### src/swc_pkg.sv
// Purpose: Constants for the sleep and wake-up controller.
// Assumes: APB register access, 200 MHz pclk.
// Notes: Function list below.
// Function
// - Executing the sleep instruction enters power-down.
// - Entry clears watchdog, clears power-down flag, sets expiry flag, stops oscillator.
// - I/O pins keep their pre-sleep drive state during power-down.
// - Watchdog reset is internal and never drives the reset pin.
// - Wake on reset pin, enabled watchdog expiry, or enabled interrupt.
// - Reset pin wake resets fully; watchdog and interrupt wake continue.
// - Power-down flag set at power-up, cleared by each sleep.
// - Expiry flag clears when watchdog expiry caused the wake.
// - During sleep the next instruction at PC plus one is prefetched.
// - Interrupt wakes only if individually enabled, whatever the global enable.
// - After interrupt wake, run prefetched instruction, then vector if global enable.
// - Global disable with an enabled pending flag makes sleep a no-op.
// - Watchdog clears on every wake from power-down.
// - Crystal modes wait 1024 oscillator periods; resistor-capacitor mode about 1 us.
// - Interrupt flags set on their event regardless of enables.
// - Watchdog expiry during power-down wakes instead of resetting.
`default_nettype none
package swc_pkg;
  localparam logic [7:0] OFF_CTRL = 8'h00;
  localparam logic [7:0] OFF_STATUS = 8'h04;
  localparam logic [7:0] OFF_FLAG = 8'h08;
  localparam logic [7:0] OFF_ENABLE = 8'h0C;
  localparam int NSRC = 3;
  localparam int SRC_EDGE = 0;
  localparam int SRC_PORT = 1;
  localparam int SRC_PERIPH = 2;
  localparam int CTRL_WDT_EN = 0;
  localparam int CTRL_IRQ_EN = 1;
  localparam int CTRL_MODE_LO = 2;
  localparam int CTRL_EDGE_RISE = 4;
  localparam logic [4:0] CTRL_RESET = 5'h11;
  localparam int CLK_PERIOD_NS = 5;
  localparam int TOST_PERIODS = 1024;
  localparam int RC_DELAY_NS = 1000;
  localparam int RC_CYC = (RC_DELAY_NS + CLK_PERIOD_NS - 1) / CLK_PERIOD_NS;
  localparam logic [15:0] VECTOR_ADDR = 16'h0004;
  typedef enum logic [1:0] {
    MODE_LOWPWR = 2'b00,
    MODE_STDXTAL = 2'b01,
    MODE_FASTXTAL = 2'b10,
    MODE_RC = 2'b11
  } swc_osc_mode_t;
  typedef enum logic [2:0] {
    ST_RUN = 3'b001,
    ST_SLEEP = 3'b010,
    ST_WAKE = 3'b100
  } swc_state_t;
endpackage : swc_pkg
`default_nettype wire

### src/swc_sleep_ctrl.sv
// Purpose: Power-down entry and wake-up sequencing with APB registers.
// Assumes: Core gives a one-cycle sleep_exec pulse; watchdog on pclk.
// Notes: Reset pin and edge pin are asynchronous and filtered here.
`default_nettype none
module swc_sleep_ctrl #(
  parameter int PC_W = 13,
  parameter int OSC_PERIOD_NS = 250,
  parameter int XTAL_WAIT_CYC = (swc_pkg::TOST_PERIODS * OSC_PERIOD_NS
                                 + swc_pkg::CLK_PERIOD_NS - 1) / swc_pkg::CLK_PERIOD_NS
) (
  // Clock and reset
  input wire logic pclk,
  input wire logic presetn,
  // APB slave
  input wire logic psel,
  input wire logic penable,
  input wire logic pwrite,
  input wire logic [7:0] paddr,
  input wire logic [31:0] pwdata,
  output logic [31:0] prdata,
  output logic pready,
  output logic pslverr,
  // Processor core
  input wire logic sleep_exec,
  input wire logic [PC_W-1:0] pc_in,
  output logic sleep_nop,
  output logic [PC_W-1:0] prefetch_addr,
  output logic core_halt,
  output logic resume,
  output logic vector_take,
  output logic [15:0] vector_addr,
  // Watchdog
  input wire logic wdt_expire,
  output logic wdt_clear,
  output logic wdt_enable,
  // Pins and interrupt sources
  input wire logic ext_reset_pin_n,
  input wire logic edge_irq_pin,
  input wire logic port_change_irq,
  input wire logic periph_irq,
  // System outputs
  output logic osc_drive_en,
  output logic io_hold,
  output logic sys_reset,
  output logic irq
);
  localparam int RC_CYC = swc_pkg::RC_CYC;

  swc_pkg::swc_state_t state_r, state_nxt;
  logic [4:0] ctrl_r;
  logic [swc_pkg::NSRC-1:0] flag_r, en_r, set_v, clr_v;
  logic power_down_flag, expiry_flag;
  logic [31:0] cnt_r;
  logic by_irq_r;
  logic [2:0] rst_s, edg_s;
  logic rst_lvl_n, edg_lvl, edg_prev;
  logic access, wr, wake_irq, ext_rst_act, wdt_hit, sleep_go;
  logic sleep_nop_r, resume_r, vector_r, wdt_clear_r, sys_reset_r;
  logic osc_en_r, io_hold_r;
  logic [31:0] prdata_r;
  logic [PC_W-1:0] prefetch_r;

  function automatic logic mapped(input logic [7:0] a);
    mapped = (a == swc_pkg::OFF_CTRL) || (a == swc_pkg::OFF_STATUS) ||
             (a == swc_pkg::OFF_FLAG) || (a == swc_pkg::OFF_ENABLE);
  endfunction : mapped

  // Pin filters: a change counts once the second and third stages agree.
  always_ff @(posedge pclk or negedge presetn) begin
    if (!presetn) begin
      rst_s <= 3'b111;
      edg_s <= 3'b000;
      rst_lvl_n <= 1'b1;
      edg_lvl <= 1'b0;
      edg_prev <= 1'b0;
    end else begin
      rst_s <= {rst_s[1:0], ext_reset_pin_n};
      edg_s <= {edg_s[1:0], edge_irq_pin};
      if (rst_s[1] == rst_s[2]) begin
        rst_lvl_n <= rst_s[2];
      end
      if (edg_s[1] == edg_s[2]) begin
        edg_lvl <= edg_s[2];
      end
      edg_prev <= edg_lvl;
    end
  end

  assign access = psel && penable;
  assign wr = access && pwrite;
  assign ext_rst_act = !rst_lvl_n;
  assign wdt_enable = ctrl_r[swc_pkg::CTRL_WDT_EN];
  assign wdt_hit = wdt_expire && wdt_enable;
  assign wake_irq = |(flag_r & en_r);
  assign sleep_go = sleep_exec && !(!ctrl_r[swc_pkg::CTRL_IRQ_EN] && wake_irq);

  // Flag events; a set in the same cycle as a write-one clear wins.
  always_comb begin
    set_v = '0;
    set_v[swc_pkg::SRC_EDGE] = ctrl_r[swc_pkg::CTRL_EDGE_RISE] ?
                               (edg_lvl && !edg_prev) : (!edg_lvl && edg_prev);
    set_v[swc_pkg::SRC_PORT] = port_change_irq;
    set_v[swc_pkg::SRC_PERIPH] = periph_irq;
    clr_v = '0;
    if (wr && paddr == swc_pkg::OFF_FLAG) begin
      clr_v = pwdata[swc_pkg::NSRC-1:0];
    end
  end

  always_ff @(posedge pclk or negedge presetn) begin
    if (!presetn) begin
      flag_r <= '0;
    end else begin
      flag_r <= (flag_r & ~clr_v) | set_v;
    end
  end

  // Control and enable registers.
  always_ff @(posedge pclk or negedge presetn) begin
    if (!presetn) begin
      ctrl_r <= swc_pkg::CTRL_RESET;
      en_r <= '0;
    end else begin
      if (wr && paddr == swc_pkg::OFF_CTRL) begin
        ctrl_r <= pwdata[4:0];
      end
      if (wr && paddr == swc_pkg::OFF_ENABLE) begin
        en_r <= pwdata[swc_pkg::NSRC-1:0];
      end
    end
  end

  // State sequencing.
  always_comb begin
    state_nxt = state_r;
    case (state_r)
      swc_pkg::ST_RUN: begin
        if (!ext_rst_act && !wdt_hit && sleep_go) begin
          state_nxt = swc_pkg::ST_SLEEP;
        end
      end
      swc_pkg::ST_SLEEP: begin
        if (ext_rst_act || wdt_hit || wake_irq) begin
          state_nxt = swc_pkg::ST_WAKE;
        end
      end
      swc_pkg::ST_WAKE: begin
        if (cnt_r == 32'h0000_0000) begin
          state_nxt = swc_pkg::ST_RUN;
        end
      end
      default: state_nxt = swc_pkg::ST_RUN;
    endcase
  end

  always_ff @(posedge pclk or negedge presetn) begin
    if (!presetn) begin
      state_r <= swc_pkg::ST_RUN;
      osc_en_r <= 1'b1;
      io_hold_r <= 1'b0;
    end else begin
      state_r <= state_nxt;
      osc_en_r <= (state_nxt != swc_pkg::ST_SLEEP);
      io_hold_r <= (state_nxt == swc_pkg::ST_SLEEP);
    end
  end

  // Start-up delay counter, loaded on the wake event.
  always_ff @(posedge pclk or negedge presetn) begin
    if (!presetn) begin
      cnt_r <= '0;
      by_irq_r <= 1'b0;
    end else if (state_r == swc_pkg::ST_SLEEP && state_nxt == swc_pkg::ST_WAKE) begin
      cnt_r <= (ctrl_r[3:2] == swc_pkg::MODE_RC) ? 32'(RC_CYC - 1)
                                                  : 32'(XTAL_WAIT_CYC - 1);
      by_irq_r <= !ext_rst_act && !wdt_hit;
    end else if (state_r == swc_pkg::ST_WAKE && cnt_r != 32'h0000_0000) begin
      cnt_r <= cnt_r - 32'h0000_0001;
    end
  end

  // Status flags: power-down set at power-up, expiry set at power-up.
  always_ff @(posedge pclk or negedge presetn) begin
    if (!presetn) begin
      power_down_flag <= 1'b1;
      expiry_flag <= 1'b1;
    end else begin
      if (state_r == swc_pkg::ST_RUN && state_nxt == swc_pkg::ST_SLEEP) begin
        power_down_flag <= 1'b0;
        expiry_flag <= 1'b1;
      end
      if (wdt_hit && !ext_rst_act) begin
        expiry_flag <= 1'b0;
      end
    end
  end

  // Core and watchdog strobes.
  always_ff @(posedge pclk or negedge presetn) begin
    if (!presetn) begin
      sleep_nop_r <= 1'b0;
      resume_r <= 1'b0;
      vector_r <= 1'b0;
      wdt_clear_r <= 1'b0;
      sys_reset_r <= 1'b0;
      prefetch_r <= '0;
    end else begin
      sleep_nop_r <= (state_r == swc_pkg::ST_RUN) && sleep_exec && !sleep_go;
      resume_r <= (state_r == swc_pkg::ST_WAKE) && (state_nxt == swc_pkg::ST_RUN);
      vector_r <= (state_r == swc_pkg::ST_WAKE) && (state_nxt == swc_pkg::ST_RUN) &&
                  by_irq_r && ctrl_r[swc_pkg::CTRL_IRQ_EN];
      wdt_clear_r <= (state_r != state_nxt) && (state_r != swc_pkg::ST_WAKE);
      // Watchdog reset only while running; the pin is never driven.
      sys_reset_r <= ext_rst_act || (wdt_hit && state_r == swc_pkg::ST_RUN);
      if (state_r == swc_pkg::ST_RUN && sleep_exec) begin
        prefetch_r <= pc_in + PC_W'(1);
      end
    end
  end

  // APB read data is captured in the setup cycle, so there are no wait states.
  always_ff @(posedge pclk or negedge presetn) begin
    if (!presetn) begin
      prdata_r <= '0;
    end else if (psel && !penable) begin
      case (paddr)
        swc_pkg::OFF_CTRL: prdata_r <= {27'h000_0000, ctrl_r};
        swc_pkg::OFF_STATUS: prdata_r <= {27'h000_0000, state_r, expiry_flag, power_down_flag};
        swc_pkg::OFF_FLAG: prdata_r <= {29'h0000_0000, flag_r};
        swc_pkg::OFF_ENABLE: prdata_r <= {29'h0000_0000, en_r};
        default: prdata_r <= '0;
      endcase
    end
  end

  assign prdata = prdata_r;
  assign pready = 1'b1;
  assign pslverr = access && !mapped(paddr);
  assign sleep_nop = sleep_nop_r;
  assign prefetch_addr = prefetch_r;
  assign core_halt = (state_r != swc_pkg::ST_RUN);
  assign resume = resume_r;
  assign vector_take = vector_r;
  assign vector_addr = swc_pkg::VECTOR_ADDR;
  assign wdt_clear = wdt_clear_r;
  assign osc_drive_en = osc_en_r;
  assign io_hold = io_hold_r;
  assign sys_reset = sys_reset_r;
  assign irq = wake_irq;

  // Sequencing checks; each one names the rule that it guards.
  a_sleep_entry: assert property (@(posedge pclk) disable iff (!presetn)
    (state_r == swc_pkg::ST_RUN && sleep_go && !ext_rst_act && !wdt_hit) |=>
    (state_r == swc_pkg::ST_SLEEP && !power_down_flag && expiry_flag && wdt_clear &&
     !osc_drive_en))
    else $error("sleep entry effects missing");

  a_sleep_nop: assert property (@(posedge pclk) disable iff (!presetn)
    (state_r == swc_pkg::ST_RUN && sleep_exec && !ctrl_r[swc_pkg::CTRL_IRQ_EN] && wake_irq)
    |=> (state_r == swc_pkg::ST_RUN && sleep_nop))
    else $error("sleep not turned into no-op");

  a_io_hold: assert property (@(posedge pclk) disable iff (!presetn)
    (state_r == swc_pkg::ST_SLEEP) |-> (io_hold && !osc_drive_en && core_halt))
    else $error("pins not held in power-down");

  a_wdt_wake: assert property (@(posedge pclk) disable iff (!presetn)
    (state_r == swc_pkg::ST_SLEEP && wdt_hit && !ext_rst_act) |=>
    (state_r == swc_pkg::ST_WAKE && !expiry_flag && !sys_reset && wdt_clear))
    else $error("watchdog wake wrong");

  a_wdt_reset: assert property (@(posedge pclk) disable iff (!presetn)
    (state_r == swc_pkg::ST_RUN && wdt_hit) |=> (sys_reset && !expiry_flag))
    else $error("watchdog reset missing");

  a_irq_wake: assert property (@(posedge pclk) disable iff (!presetn)
    (state_r == swc_pkg::ST_SLEEP && wake_irq && !wdt_hit && !ext_rst_act) |=>
    (state_r == swc_pkg::ST_WAKE && by_irq_r))
    else $error("interrupt wake missing");

  a_rc_delay: assert property (@(posedge pclk) disable iff (!presetn)
    (state_r == swc_pkg::ST_SLEEP && wake_irq && ctrl_r[3:2] == swc_pkg::MODE_RC)
    |=> (cnt_r == 32'(RC_CYC - 1)) ##1 (core_halt && cnt_r == 32'(RC_CYC - 2)))
    else $error("start-up delay load wrong");

  a_halt_end: assert property (@(posedge pclk) disable iff (!presetn)
    (state_r == swc_pkg::ST_WAKE && cnt_r == 32'h0000_0000) |=> (resume && !core_halt))
    else $error("resume not after delay");

  a_vector: assert property (@(posedge pclk) disable iff (!presetn)
    vector_take |-> (resume && $past(ctrl_r[swc_pkg::CTRL_IRQ_EN]) && vector_addr == 16'h0004))
    else $error("vector without resume");

  a_flag_set: assert property (@(posedge pclk) disable iff (!presetn)
    port_change_irq |=> flag_r[swc_pkg::SRC_PORT])
    else $error("flag not set by event");

  a_prefetch: assert property (@(posedge pclk) disable iff (!presetn)
    (state_r == swc_pkg::ST_RUN && sleep_exec) |=>
    (prefetch_addr == $past(pc_in) + PC_W'(1)))
    else $error("prefetch address wrong");
endmodule : swc_sleep_ctrl
`default_nettype wire

### config.mk
export PLATFORM = sky130hd
export DESIGN_NAME = swc_sleep_ctrl
export DESIGN_NICKNAME = d
export VERILOG_FILES = /design/src/swc_pkg.sv /design/src/swc_sleep_ctrl.sv
export SDC_FILE = /design/constraint.sdc
export NUM_CORES = 1
export LEC_CHECK = 0
export BUFFER_PORTS_ARGS = -buffer_cell sky130_fd_sc_hd__buf_2
export CORE_MARGIN = 2
export CORE_UTILIZATION = 55
export DETAILED_ROUTE_END_ITERATION = 10
export PLACE_DENSITY = 0.83
export SYNTH_ARGS = -nofsm -noshare
export SYNTH_HDL_FRONTEND = slang
export SYNTH_SLANG_ARGS = --single-unit
### constraint.sdc
create_clock -name pclk -period 5.4 [get_ports pclk]
set_clock_uncertainty 0.2 [all_clocks]
set_input_delay 1.08 -clock pclk [delete_from_list [all_inputs] [get_ports pclk]]
set_output_delay 1.08 -clock pclk [all_outputs]
set_load 0.02 [all_outputs]
==> summary.txt <==
Run
  • # Max-Cap Violations: 0

Route
  • Routed wire per std cell: 14.4 microns
  • 1st-pass router iterations: 4
  • Vias per Instance: 5.65
  • DR iter-0 viols: 203
  • Via count: 3247
  • Post-Route WL: 8.26 mm
  • Antenna Nets Post-Route: 0
  • Drt drc: 0

Timing
  • Setup violations, final: 0
  • Fin. Hold Viols: 0
  • Unrepaired setup endpoints after global routing: false
  • WHS: 0.156 ns
  • Post-Route Setup TNS: 0 ns
  • Worst-margin pin slew: 1.29 ns
  • Worst slew margin: 0.132
  • Setup ws final: 1.89 ns
  • Final Cycle Share: 0.650
  • Max Slew Vio Count: 0
  • Tmin final: 3.51 ns
  • Fmax: 0.285 GHz

Placement
  • GPL Wtd Cong: 0.815
  • DP Wirelength: 5.74 mm
  • Pre-CTS WS: 1.96 ns
  • Post-Place Cells: 559
  • Port bufs: 65

Clock tree
  • Post-CTS sizing: 0
  • Buffer depth of the longest clock path: 2
  • CTS tree: built
  • Num CTS Buffers: 9
  • Root buf cell: clkbuf_8
  • Cts hold-fix bufs: 0
  • CTS clk-pin slew, worst paths: 0.08 ns
  • Clk sinks: 83
  • Post-CTS Setup Inserts: 0
  • H-tree Lvls: 3
  • Worst-Skew Late Latency: 0.35 ns

Final layout
  • Utilization after layout: 0.609
  • Antenna cells: 0
  • Number of nets in the layout: 534
  • Finished Layout Cells: 575
  • P&R area growth vs syn: 9.36%
  • Fraction of layout cells with a size suffix above 1: 0.235

Worst hold path
  • Worst Min Path Start: edg_s[0]
  • Hold Path Stages: 0
  • Hold EP: edg_s[1]
  • Worst Hold Class: flop to flop

GRT
  • Largest net degree at the start of global routing: 84
  • Number of global-route vias before repair: 3050
  • Total gr overflow: 0
  • First-pass GRT wire length: 13.9 mm
  • Initial antenna violation count: 0
  • GRT Overall Usage: 0.203

Floorplan
  • Starting Density: 0.557
  • Die width: 91.8 microns
  • Core ar.: 7610 sq um
  • # IOs: 137
  • Row cnt: 32
  • Die Y: 91.8 microns
  • Die area: 8420 sq um

Pwr
  • Pwr Density: 337 nW/um^2
  • Maximum VDD drop: 0.174 mV
  • Leakage power: 0.00207 uW

Worst setup path
  • R2R depth: 5
  • Critical path data required time: 5.47 ns
  • Critical Path AT: 3.58 ns
  • Worst setup EP type: flop
  • Startpoint Class: flop
  • Path type of the worst setup path: flop to flop
  • R2R Path End: cnt_r[22]
  • Worst Path Max Fanout: 14
  • R2R Setup Slk: 1.89 ns
  • Worst r2r src: cnt_r[16]

Synthesis
  • Fraction of registers with async set/reset: 1.00
  • Synth unique cells: 55
  • Synth Area in Compound Gates: 0.139
  • Ys flop type: dfrtp_1
  • Main combinational cell family by area after synthesis: simple AND/OR/NAND/NOR gates
  • Post-synthesis sequential area ratio: 0.493
  • Xor/xnor share of the synthesized area: 0.0331
  • Post-Synth Adder-Cell Area: 0.0106
  • Syn_area_per_cell: 10.3 sq um
  • Post-synthesis simple-gate area fraction: 0.173
  • Post-synth EDFFs: 0
  • Flops & latches, synth: 83
  • Multiplexer area fraction after synthesis: 0.0490
  • Synth warn: 0
  • Post-Synthesis Cells: 410
  • Mapped cell area: 4240 sq um

Outcome
  • Outcome: finished clean
==> worst max-delay path by stage <==
stage / from / end / slack [ns] / cells after the start
after floorplan: paddr[5] / pslverr / 2.36 / 3
after global placement: cnt_r[0] / cnt_r[22] / 2.11 / 7
after detailed placement: cnt_r[16] / cnt_r[22] / 1.96 / 5
after CTS: cnt_r[16] / cnt_r[22] / 1.92 / 5
after global routing: cnt_r[16] / cnt_r[22] / 1.47 / 5
final: cnt_r[16] / cnt_r[22] / 1.89 / 5
==> flip-flops by register name, indices dropped and copies added, names as in the netlist, 3 cells and up <==
name	count
rst_s	3
prefetch_addr	13
prdata	5
flag_r	3
state_r	3
ctrl_r	5
en_r	3
edg_s	3
cnt_r	32
==> report_power, final <==
part,leakage [uW],internal [uW],switching (uW)
combinational,0.000981,124,215
sequential,0.000996,729,88.0
clock,0.0000885,179,226
total,0.00207,1030,529
==> cell usage in the layout (no fill, tap or decap), types with 4 or more instances in the layout <==
cell type	instances
and3_1	4
a31oi_1	7
o311ai_0	6
nand3_1	13
mux2i_1	5
conb_1	44
buf_2	64
nor3_1	5
or4_1	7
nor4_1	8
nor2_1	20
o41ai_1	8
or3_1	10
clkbuf_8	10
inv_1	6
mux2_2	8
xor2_1	13
o31ai_1	12
dfrtp_1	73
nand2_1	39
dfstp_2	10
nand4_1	5
o21ai_0	18
o211ai_1	6
a21oi_1	11
nor2b_1	5
==> cells by family (layout without fill, tap and decap cells) <==
family	count (synthesis)	count (layout)
flip-flops	83	83
buffers and inverters	67	88
XOR/XNOR	16	16
other	2	44
adder cells (fa/ha/maj)	4	4
multiplexers	16	16
AND/OR/NAND/NOR	137	137
AO/OA/AOI/OAI	85	85
==> critical path, cell delays in order (launching register included) <==
cell	delay, ns
dfrtp_1	0.44
nor4_1	0.57
nand4_1	0.62
o21ai_0	1.21
o21ai_0	0.22
a21oi_1	0.18
==> layout make-up <==
type / count / area (sq um)
clock buffers: 10 / 138
fillers: 648 / 2970
well taps: 102 / 128
inverters: 6 / 22.5
clock inverters: 6 / 38.8
flip-flops and latches: 83 / 2090
multi-input cells: 302 / 1880
repair buffers: 66 / 335
==> cells in the mapped netlist (4+ instances only) <==
cell / count / share of area
o21ai_0: 18 / 0.021
dfrtp_1: 73 / 0.43
nand2_1: 39 / 0.035
a31oi_1: 7 / 0.010
buf_2: 5 / 0.0059
a21oi_1: 11 / 0.013
or3_1: 10 / 0.015
mux2i_1: 5 / 0.012
inv_1: 6 / 0.0053
o311ai_0: 6 / 0.012
buf_4: 44 / 0.078
xor2_1: 13 / 0.027
nor2b_1: 5 / 0.0074
nor3_1: 5 / 0.0059
o31ai_1: 12 / 0.021
or4_1: 7 / 0.012
clkbuf_1: 12 / 0.011
mux2_2: 8 / 0.021
nor4_1: 8 / 0.012
dfstp_2: 10 / 0.062
nor2_1: 20 / 0.018
nand3_1: 13 / 0.015
and3_1: 4 / 0.0059
o211ai_1: 6 / 0.011
o41ai_1: 8 / 0.017
nand4_1: 5 / 0.0074
==> through the flow <==
| stage | cell area, sq um | total power [uW] |
|---|---|---|
| after floorplan | 4390 | 1070 |
| after global placement | 4460 | 1140 |
| after detailed placement | 4460 | 1160 |
| after CTS | 4630 | 1570 |
| after global routing | 4630 | 1650 |
| final | 4630 | 1560 |
==> metal layers <==
metal	global-route usage	share of wire	wire length, microns	vias to the layer above
met3	0.0435	0.060	495	18
li1	-	-	-	1528
met5	0	0	0	-
met4	0.0858	0.020	164	0
met2	0.319	0.48	3960	107
met1	0.274	0.44	3640	1594
Power figures use the tool's default switching activity.
